### src/tmr_pkg.sv
// Constants, register map and state layout of the 16-bit timer block.
// Assumes a classic Wishbone slave with 5-bit byte addresses.
package tmr_pkg;

  // ==========================================================
  // Register map (byte addresses)
  localparam logic [4:0] A_CTRL = 5'h00;
  localparam logic [4:0] A_COUNT = 5'h04;
  localparam logic [4:0] A_CMPA = 5'h08;
  localparam logic [4:0] A_CMPB = 5'h0c;
  localparam logic [4:0] A_CAPT = 5'h10;
  localparam logic [4:0] A_FLAG = 5'h14;
  localparam logic [4:0] A_PRESC = 5'h18;

  // ==========================================================
  // Field positions
  localparam int unsigned B_DIRA = 8;
  localparam int unsigned B_DIRB = 9;
  localparam int unsigned F_OVF = 0;
  localparam int unsigned F_CMPA = 1;
  localparam int unsigned F_CMPB = 2;
  localparam int unsigned F_CAP = 3;

  // ==========================================================
  // Waveform modes and output actions
  localparam logic [3:0] M_NORMAL = 4'h0;
  localparam logic [3:0] M_CTC_A = 4'h4;
  localparam logic [3:0] M_PWM8 = 4'h5;
  localparam logic [3:0] M_PWM9 = 4'h6;
  localparam logic [3:0] M_PWM10 = 4'h7;
  localparam logic [3:0] M_CTC_C = 4'hc;
  localparam logic [3:0] M_PWM_C = 4'he;
  localparam logic [3:0] M_PWM_A = 4'hf;
  localparam logic [1:0] OA_NONE = 2'h0;
  localparam logic [1:0] OA_TOGGLE = 2'h1;
  localparam logic [1:0] OA_CLEAR = 2'h2;
  localparam logic [1:0] OA_SET = 2'h3;

  // ==========================================================
  // Count limits and reset values
  localparam logic [15:0] C_MAX = 16'hffff;
  localparam logic [15:0] C_ZERO = 16'h0000;
  localparam logic [15:0] C_ONE = 16'h0001;
  localparam logic [15:0] TOP8 = 16'h00ff;
  localparam logic [15:0] TOP9 = 16'h01ff;
  localparam logic [15:0] TOP10 = 16'h03ff;
  localparam logic [15:0] PRESC_RST = 16'h0000;

  // ==========================================================
  // Whole state of the timer
  typedef struct packed {
    logic [15:0] count_value;
    logic [15:0] cmp_reg_a;
    logic [15:0] cmp_buf_a;
    logic [15:0] cmp_reg_b;
    logic [15:0] cmp_buf_b;
    logic [15:0] capture_reg;
    logic [15:0] presc_div;
    logic [15:0] presc_cnt;
    logic [3:0] waveform_mode_sel;
    logic [1:0] out_action_sel_a;
    logic [1:0] out_action_sel_b;
    logic pin_dir_out_a;
    logic pin_dir_out_b;
    logic [3:0] flags;
    logic cmp_out_a;
    logic cmp_out_b;
    logic pin_a;
    logic pin_b;
    logic tick;
    logic ack;
    logic [31:0] rdata;
  } tmr_state_t;

endpackage : tmr_pkg

### src/timer16_count_modes.sv
// Counting and waveform logic of a 16-bit timer with Wishbone registers.
// Assumes one 25 MHz clock, synchronous reset, same-domain bus master.
`timescale 1ns/1ps
module timer16_count_modes (
  input wire logic clk_i,
  input wire logic rst_i,
  input wire logic wb_cyc_i,
  input wire logic wb_stb_i,
  input wire logic wb_we_i,
  input wire logic [4:0] wb_adr_i,
  input wire logic [3:0] wb_sel_i,
  input wire logic [31:0] wb_dat_i,
  output logic [31:0] wb_dat_o,
  output logic wb_ack_o,
  input wire logic ovf_taken_i,
  output logic [3:0] flags_o,
  output logic cmp_pin_a_o,
  output logic cmp_pin_a_oe_o,
  output logic cmp_pin_b_o,
  output logic cmp_pin_b_oe_o
);

  // ==========================================================
  // Helpers
  function automatic logic is_pwm(input logic [3:0] m);
    return (m == tmr_pkg::M_PWM8) || (m == tmr_pkg::M_PWM9) ||
           (m == tmr_pkg::M_PWM10) || (m == tmr_pkg::M_PWM_C) ||
           (m == tmr_pkg::M_PWM_A);
  endfunction : is_pwm

  // Bits kept by a fixed-top mode; all ones otherwise
  function automatic logic [15:0] fix_mask(input logic [3:0] m);
    unique case (m)
      tmr_pkg::M_PWM8: return tmr_pkg::TOP8;
      tmr_pkg::M_PWM9: return tmr_pkg::TOP9;
      tmr_pkg::M_PWM10: return tmr_pkg::TOP10;
      default: return tmr_pkg::C_MAX;
    endcase
  endfunction : fix_mask

  function automatic logic [15:0] merge16(input logic [15:0] old,
                                          input logic [15:0] wd,
                                          input logic [1:0] be);
    logic [15:0] r;
    r = old;
    if (be[0]) r[7:0] = wd[7:0];
    if (be[1]) r[15:8] = wd[15:8];
    return r;
  endfunction : merge16

  // Next internal output state for one channel
  function automatic logic oc_next(input logic [1:0] act,
                                   input logic pwm,
                                   input logic tgl_ok,
                                   input logic m,
                                   input logic t,
                                   input logic oc);
    logic r;
    r = oc;
    if (pwm) begin
      if (t && act[1]) r = act[0];
      if (m && act[1]) r = ~act[0];
      if (m && act == tmr_pkg::OA_TOGGLE && tgl_ok) r = ~oc;
    end else if (m) begin
      unique case (act)
        tmr_pkg::OA_TOGGLE: r = ~oc;
        tmr_pkg::OA_CLEAR: r = 1'b0;
        tmr_pkg::OA_SET: r = 1'b1;
        tmr_pkg::OA_NONE: r = oc;
      endcase
    end
    return r;
  endfunction : oc_next

  // ==========================================================
  // Decode
  tmr_pkg::tmr_state_t s_q;
  tmr_pkg::tmr_state_t s_d;
  logic req;
  logic wr;
  logic wr_cnt;
  logic wr_cmpa;
  logic pwm;
  logic clear_on_match_mode;
  logic [15:0] top;
  logic at_top;
  logic match_a;
  logic match_b;
  logic [15:0] wv;
  logic [15:0] mk;

  assign req = wb_cyc_i & wb_stb_i & ~s_q.ack;
  assign wr = req & wb_we_i;
  assign wr_cnt = wr && (wb_adr_i == tmr_pkg::A_COUNT);
  assign wr_cmpa = wr && (wb_adr_i == tmr_pkg::A_CMPA);
  assign pwm = is_pwm(s_q.waveform_mode_sel);
  assign clear_on_match_mode = (s_q.waveform_mode_sel == tmr_pkg::M_CTC_A) ||
               (s_q.waveform_mode_sel == tmr_pkg::M_CTC_C);
  assign wv = wb_dat_i[15:0];
  assign mk = fix_mask(s_q.waveform_mode_sel);

  // Top from fixed values, capture or cmp A
  always_comb begin
    unique case (s_q.waveform_mode_sel)
      tmr_pkg::M_CTC_A,
      tmr_pkg::M_PWM_A: top = s_q.cmp_reg_a;
      tmr_pkg::M_CTC_C,
      tmr_pkg::M_PWM_C: top = s_q.capture_reg;
      tmr_pkg::M_PWM8: top = tmr_pkg::TOP8;
      tmr_pkg::M_PWM9: top = tmr_pkg::TOP9;
      tmr_pkg::M_PWM10: top = tmr_pkg::TOP10;
      default: top = tmr_pkg::C_MAX;
    endcase
  end

  // Exact equality only, so a top written below the count is missed
  assign at_top = (pwm || clear_on_match_mode) && (s_q.count_value == top);
  assign match_a = (s_q.count_value == s_q.cmp_reg_a);
  assign match_b = (s_q.count_value == s_q.cmp_reg_b);

  // ==========================================================
  // Next state
  always_comb begin
    logic [3:0] set;
    logic [3:0] clr;
    set = 4'h0;
    clr = 4'h0;
    s_d = s_q;
    s_d.ack = req;
    s_d.tick = (s_q.presc_cnt == s_q.presc_div);
    s_d.presc_cnt = s_d.tick ? tmr_pkg::C_ZERO
                             : s_q.presc_cnt + tmr_pkg::C_ONE;

    if (s_q.tick) begin
      if (at_top) begin
        s_d.count_value = tmr_pkg::C_ZERO;
      end else begin
        s_d.count_value = s_q.count_value + tmr_pkg::C_ONE;
      end
      if (pwm && at_top) begin
        s_d.cmp_reg_a = s_q.cmp_buf_a;
        s_d.cmp_reg_b = s_q.cmp_buf_b;
      end
      if (pwm) begin
        set[tmr_pkg::F_OVF] = at_top;
      end else begin
        set[tmr_pkg::F_OVF] = (s_q.count_value == tmr_pkg::C_MAX);
      end
      set[tmr_pkg::F_CMPA] = match_a;
      set[tmr_pkg::F_CMPB] = match_b;
      set[tmr_pkg::F_CAP] = at_top && top == s_q.capture_reg &&
                            (s_q.waveform_mode_sel == tmr_pkg::M_CTC_C ||
                             s_q.waveform_mode_sel == tmr_pkg::M_PWM_C);
      s_d.cmp_out_a = oc_next(s_q.out_action_sel_a, pwm,
                              s_q.waveform_mode_sel == tmr_pkg::M_PWM_A,
                              match_a, at_top, s_q.cmp_out_a);
      s_d.cmp_out_b = oc_next(s_q.out_action_sel_b, pwm, 1'b0,
                              match_b, at_top, s_q.cmp_out_b);
    end

    // Sticky until software clears it or the interrupt is taken
    clr[tmr_pkg::F_OVF] = ovf_taken_i;

    if (wr) begin
      case (wb_adr_i)
        tmr_pkg::A_CTRL: begin
          if (wb_sel_i[0]) begin
            s_d.waveform_mode_sel = wb_dat_i[3:0];
            s_d.out_action_sel_a = wb_dat_i[5:4];
            s_d.out_action_sel_b = wb_dat_i[7:6];
          end
          if (wb_sel_i[1]) begin
            s_d.pin_dir_out_a = wb_dat_i[tmr_pkg::B_DIRA];
            s_d.pin_dir_out_b = wb_dat_i[tmr_pkg::B_DIRB];
          end
        end
        // A bus write beats the tick in the same cycle
        tmr_pkg::A_COUNT: begin
          s_d.count_value = merge16(s_q.count_value, wv, wb_sel_i[1:0]);
        end
        tmr_pkg::A_CMPA: begin
          s_d.cmp_buf_a = merge16(s_q.cmp_buf_a, wv, wb_sel_i[1:0]) & mk;
          if (!pwm) s_d.cmp_reg_a = s_d.cmp_buf_a;
        end
        tmr_pkg::A_CMPB: begin
          s_d.cmp_buf_b = merge16(s_q.cmp_buf_b, wv, wb_sel_i[1:0]) & mk;
          if (!pwm) s_d.cmp_reg_b = s_d.cmp_buf_b;
        end
        tmr_pkg::A_CAPT: begin
          s_d.capture_reg = merge16(s_q.capture_reg, wv, wb_sel_i[1:0]);
        end
        tmr_pkg::A_FLAG: begin
          if (wb_sel_i[0]) clr = clr | wb_dat_i[3:0];
        end
        tmr_pkg::A_PRESC: begin
          s_d.presc_div = merge16(s_q.presc_div, wv, wb_sel_i[1:0]);
        end
        default: begin
        end
      endcase
    end

    // Set beats clear so no event is lost
    s_d.flags = (s_q.flags & ~clr) | set;

    if (req && !wb_we_i) begin
      case (wb_adr_i)
        tmr_pkg::A_CTRL: s_d.rdata = {22'h0, s_q.pin_dir_out_b,
                                      s_q.pin_dir_out_a, s_q.out_action_sel_b,
                                      s_q.out_action_sel_a, s_q.waveform_mode_sel};
        tmr_pkg::A_COUNT: s_d.rdata = {16'h0, s_q.count_value};
        tmr_pkg::A_CMPA: s_d.rdata = {16'h0, s_q.cmp_buf_a};
        tmr_pkg::A_CMPB: s_d.rdata = {16'h0, s_q.cmp_buf_b};
        tmr_pkg::A_CAPT: s_d.rdata = {16'h0, s_q.capture_reg};
        tmr_pkg::A_FLAG: s_d.rdata = {26'h0, s_q.cmp_out_b, s_q.cmp_out_a,
                                      s_q.flags};
        tmr_pkg::A_PRESC: s_d.rdata = {16'h0, s_q.presc_div};
        default: s_d.rdata = 32'h0;
      endcase
    end

    s_d.pin_a = s_d.pin_dir_out_a & s_d.cmp_out_a;
    s_d.pin_b = s_d.pin_dir_out_b & s_d.cmp_out_b;
  end

  // ==========================================================
  // State register
  always_ff @(posedge clk_i) begin
    if (rst_i) begin
      s_q <= '0;
      s_q.presc_div <= tmr_pkg::PRESC_RST;
    end else begin
      s_q <= s_d;
    end
  end

  assign wb_dat_o = s_q.rdata;
  assign wb_ack_o = s_q.ack;
  assign flags_o = s_q.flags;
  assign cmp_pin_a_o = s_q.pin_a;
  assign cmp_pin_b_o = s_q.pin_b;
  assign cmp_pin_a_oe_o = s_q.pin_dir_out_a;
  assign cmp_pin_b_oe_o = s_q.pin_dir_out_b;
endmodule : timer16_count_modes

### config.mk
export PLATFORM = sky130hd
export DESIGN_NAME = timer16_count_modes
export DESIGN_NICKNAME = d
export VERILOG_FILES = /design/src/tmr_pkg.sv /design/src/timer16_count_modes.sv
export SDC_FILE = /design/constraint.sdc
export NUM_CORES = 1
export LEC_CHECK = 0
export ABC_AREA = 1
export BUFFER_PORTS_ARGS = -buffer_cell sky130_fd_sc_hd__buf_2
export CAP_MARGIN = 20
export CELL_PAD_IN_SITES_DETAIL_PLACEMENT = 1
export CELL_PAD_IN_SITES_GLOBAL_PLACEMENT = 2
export CORE_AREA = 3 3 171 173
export DETAILED_ROUTE_END_ITERATION = 7
export DIE_AREA = 0 0 174 176
export MAX_ROUTING_LAYER = met4
export PLACE_DENSITY = 0.89
export SYNTH_ARGS = -nofsm -noshare
export SYNTH_HDL_FRONTEND = slang
export SYNTH_SLANG_ARGS = --single-unit
### constraint.sdc
create_clock -name clk_i -period 2.84 [get_ports clk_i]
set_clock_uncertainty 0.1 [all_clocks]
set_input_delay 0.426 -clock clk_i [delete_from_list [all_inputs] [get_ports clk_i]]
set_output_delay 0.426 -clock clk_i [all_outputs]
set_load 0.05 [all_outputs]
==> impl_metrics.ini <==
[synthesis]
seq_area_frac_synth = 0.3571
synth.top_cell.area_share = 0.3571
ys.flop_type = dfxtp_1
netlist_area_sq_mm = 0.009194
synth_edf_count = 0
syn_avg_cell_area_sq_um = 6.750
ys_types = 45
syn_inst = 1362
synth_warnings = 0
ys_top_cells_by_area = dfxtp_1 (36%), nand2_1 (10%), a21oi_1 (8.7%)
netlist.top_cell.by_area = dfxtp_1
async_flop_share = 0
ys_ff_latch = 164

[cts]
cts-root-buf = clkbuf_16
cts_tree = done
path_clk_slew_ns = 0.06
cts-htree-levels = 4
numClockSinks = 164
numCtsBuffers = 17
clockBufferDepth = 2
clk_latency_ns = 0.44
cts_hold_buf = 0

[placed_design]
dpl.hpwl_microns = 26490
port_buffers = 53
dp_slack_ns = -0.003442
placedCellCount = 1752
routabilityCongestion = 0.9206

[finish]
antenna_cells = 0
fillers = 3583
stdcell_count = 1788
final_common_cell = nand2_1
drive_above_1_share = 0.1191
area_growth_pct = 13.88
register_area_sq_mm = 0.003293
mostFrequentLayoutCells = nand2_1 (243), inv_1 (166), dfxtp_1 (160)
nets = 1446
multi_input_area_sq_mm = 0.004800

[sta]
timing.final.ws_setup_ns = 0.1571
fmax_mhz = 372.7
finalCritPeriodShare = 0.9447
hold_violations = 0
rsz0062_at_grt = no
slew_viol_final = 0
max-slew-margin-rel = 0.4944
hold_ws_ns = 0.1745
tightest_slew_ns = 0.7583
period_minus_slack_ns = 2.683
setup_viol = 0

[run_status]
status = complete, no violations

[global_route]
grt_max_degree = 55
grt_pass1_wl_microns = 53390
overflow = 0
first_global_vias = 9307
antenna_found_initial = 0
grt_usage = 0.2321

[worst_hold_path]
min_from = wb_dat_i[11]
hold_path.class = input port to flip-flop
whs_path_depth = 3
min_to = s_q[79]

[pwr]
leakage_nw = 4.182
peakVddDrop_v = 0.0003786
p_switching_mw = 1.354
pwr-share-clk = 0.459
power_density_mw_per_mm2 = 480.2
p_comb_frac = 0.078
sequentialPowerShare = 0.464
p_sw_frac = 0.2693
internal_power_mw = 3.674

[setup_path]
cp-start-kind = flip-flop
reg2reg_depth = 19
cp_max_fo = 43
crit_required_ns = 3.07
arrival_ns = 2.91
critPathCaptureType = flip-flop
timing.reg2reg.setup_slack_ns = 0.16
r2r-start = s_q[50]
rr_endpoint = s_q[160]
crit_type = flip-flop to flip-flop

[drt]
wl_per_cell_microns = 19.62
ant_nets = 0
first_pass_iters = 5
drc_errors = 0
route.vias.total = 9389
drt_wl_total_microns = 35090
via_per_inst = 5.251
drt_iter0_drc = 760

[floorplanning]
io_pins = 88
dieWidth_microns = 174
core_sq_mm = 0.02778
num_rows = 61
die_h_microns = 176
initial_utilization = 0.3309
dieArea_sq_mm = 0.03062

[flow_run]
cap_violations = 0
-- power groups by stage --
stage	combinational (mW)	clock, mW	sequential (mW)
6_report	0.390	2.31	2.33
5_1_grt	0.423	2.46	2.33
4_1_cts	0.388	2.35	2.33
3_5_place_dp	0.386	0	2.39
3_3_place_gp	0.382	0	2.39
2_1_floorplan	0.269	0	2.38
-- worst max-delay path, cell delays in order (launching register included) --
cell and delay [ns]:
dfxtp_4 0.38, inv_2 0.07, nor2_4 0.14, nand2_2 0.12, nand2_4 0.14, buf_4 0.17
nand2_1 0.07, nand4_1 0.07, nand2_1 0.06, nor2_1 0.09, nand3_1 0.11, nor2_4 0.18
nand2_4 0.11, nor2_8 0.10, nand2_2 0.08, buf_12 0.18, nand2_1 0.08, o21ai_0 0.07
o21ai_0 0.17, inv_1 0.05
-- state kept, by name, indices dropped and copies added (netlist names) --
name,count
cmp_pin_b_oe_o,1
wb_ack_o,1
cmp_pin_a_o,1
wb_dat_o,16
s_q,139
cmp_pin_b_o,1
flags_o,4
cmp_pin_a_oe_o,1
-- how the worst max path moves through the flow --
| stage | start | endpoint | depth (start not counted) |
|---|---|---|---|
| after floorplan | s_q[50] | s_q[117] | 22 |
| after global placement | s_q[51] | s_q[119] | 11 |
| after detailed placement | s_q[51] | s_q[119] | 11 |
| after CTS | s_q[49] | s_q[160] | 18 |
| after global routing | s_q[51] | s_q[125] | 20 |
| final | s_q[50] | s_q[160] | 19 |
-- area by class of cell --
class                   instances  area share
multi-input cells             936      0.4584
flip-flops and latches        164      0.3145
repair buffers                101     0.06453
inverters                     177     0.06346
well taps                     378     0.04517
clock buffers                  22     0.04434
clock inverters                10    0.009560
-- through the flow --
step	TNS [ns]	cell area [sq um]	utilization	total power, mW
after floorplan	0	9250	-	2.646
after global placement	0	9806	0.3530	2.767
after detailed placement	-0.008204	9806	0.3530	2.772
after CTS	0	10380	0.3735	5.068
after global routing	0	10470	0.3769	5.213
final	0	10470	0.3769	5.028
-- repair_timing --
| action | CTS | global route |
|---|---|---|
| buffers inserted | 0 | 3 |
| cloned | 0 | 1 |
| pin swaps | 0 | 4 |
| setup endpoints to repair | 8 | 48 |
| gates resized for setup | 3 | 17 |
-- cell families (layout without fill, tap and decap cells) --
group	after synthesis	count (layout)	synth area share
compound gates	378	378	0.2329
xor+xnor	47	47	0.04477
fa+ha+maj	2	2	0.002721
buf+inv	278	310	0.1330
flops	164	164	0.3571
other cells	1	16	0.0004079
simple gates	492	493	0.2292
-- synth_stat cells (2+ instances only) --
| master | count |
|---|---|
| a211oi_1 | 4 |
| buf_1 | 2 |
| buf_4 | 37 |
| nand4_1 | 22 |
| ha_1 | 2 |
| or2_2 | 6 |
| a21oi_1 | 159 |
| o22ai_1 | 22 |
| nor4_1 | 6 |
| a221oi_1 | 5 |
| o21ai_1 | 16 |
| a22o_1 | 2 |
| nor3b_1 | 5 |
| buf_2 | 2 |
| a31oi_1 | 2 |
| o221ai_1 | 13 |
| xnor2_1 | 32 |
| inv_1 | 168 |
| o41ai_1 | 4 |
| nand3_1 | 54 |
| buf_6 | 5 |
| nand2_2 | 3 |
| nor2_1 | 131 |
| o211ai_1 | 21 |
| xor2_1 | 15 |
| nor2_2 | 3 |
| clkbuf_1 | 55 |
| nand2_4 | 2 |
| clkinv_1 | 5 |
| o21ai_0 | 106 |
| nor2_4 | 3 |
| nand2_1 | 245 |
| nor3_1 | 9 |
| o21a_1 | 19 |
| dfxtp_1 | 164 |
| inv_2 | 4 |
-- per-layer routing --
metal / track usage / up-vias / routed length, microns
met1: 0.2975 / 4586 / 16260
met2: 0.3711 / 223 / 16220
li1: - / 4519 / -
met4: 0.08814 / 0 / 1217
met3: 0.03548 / 61 / 1381
met5: - / - / 0
Note: power is estimated with default switching activity, not from simulation.
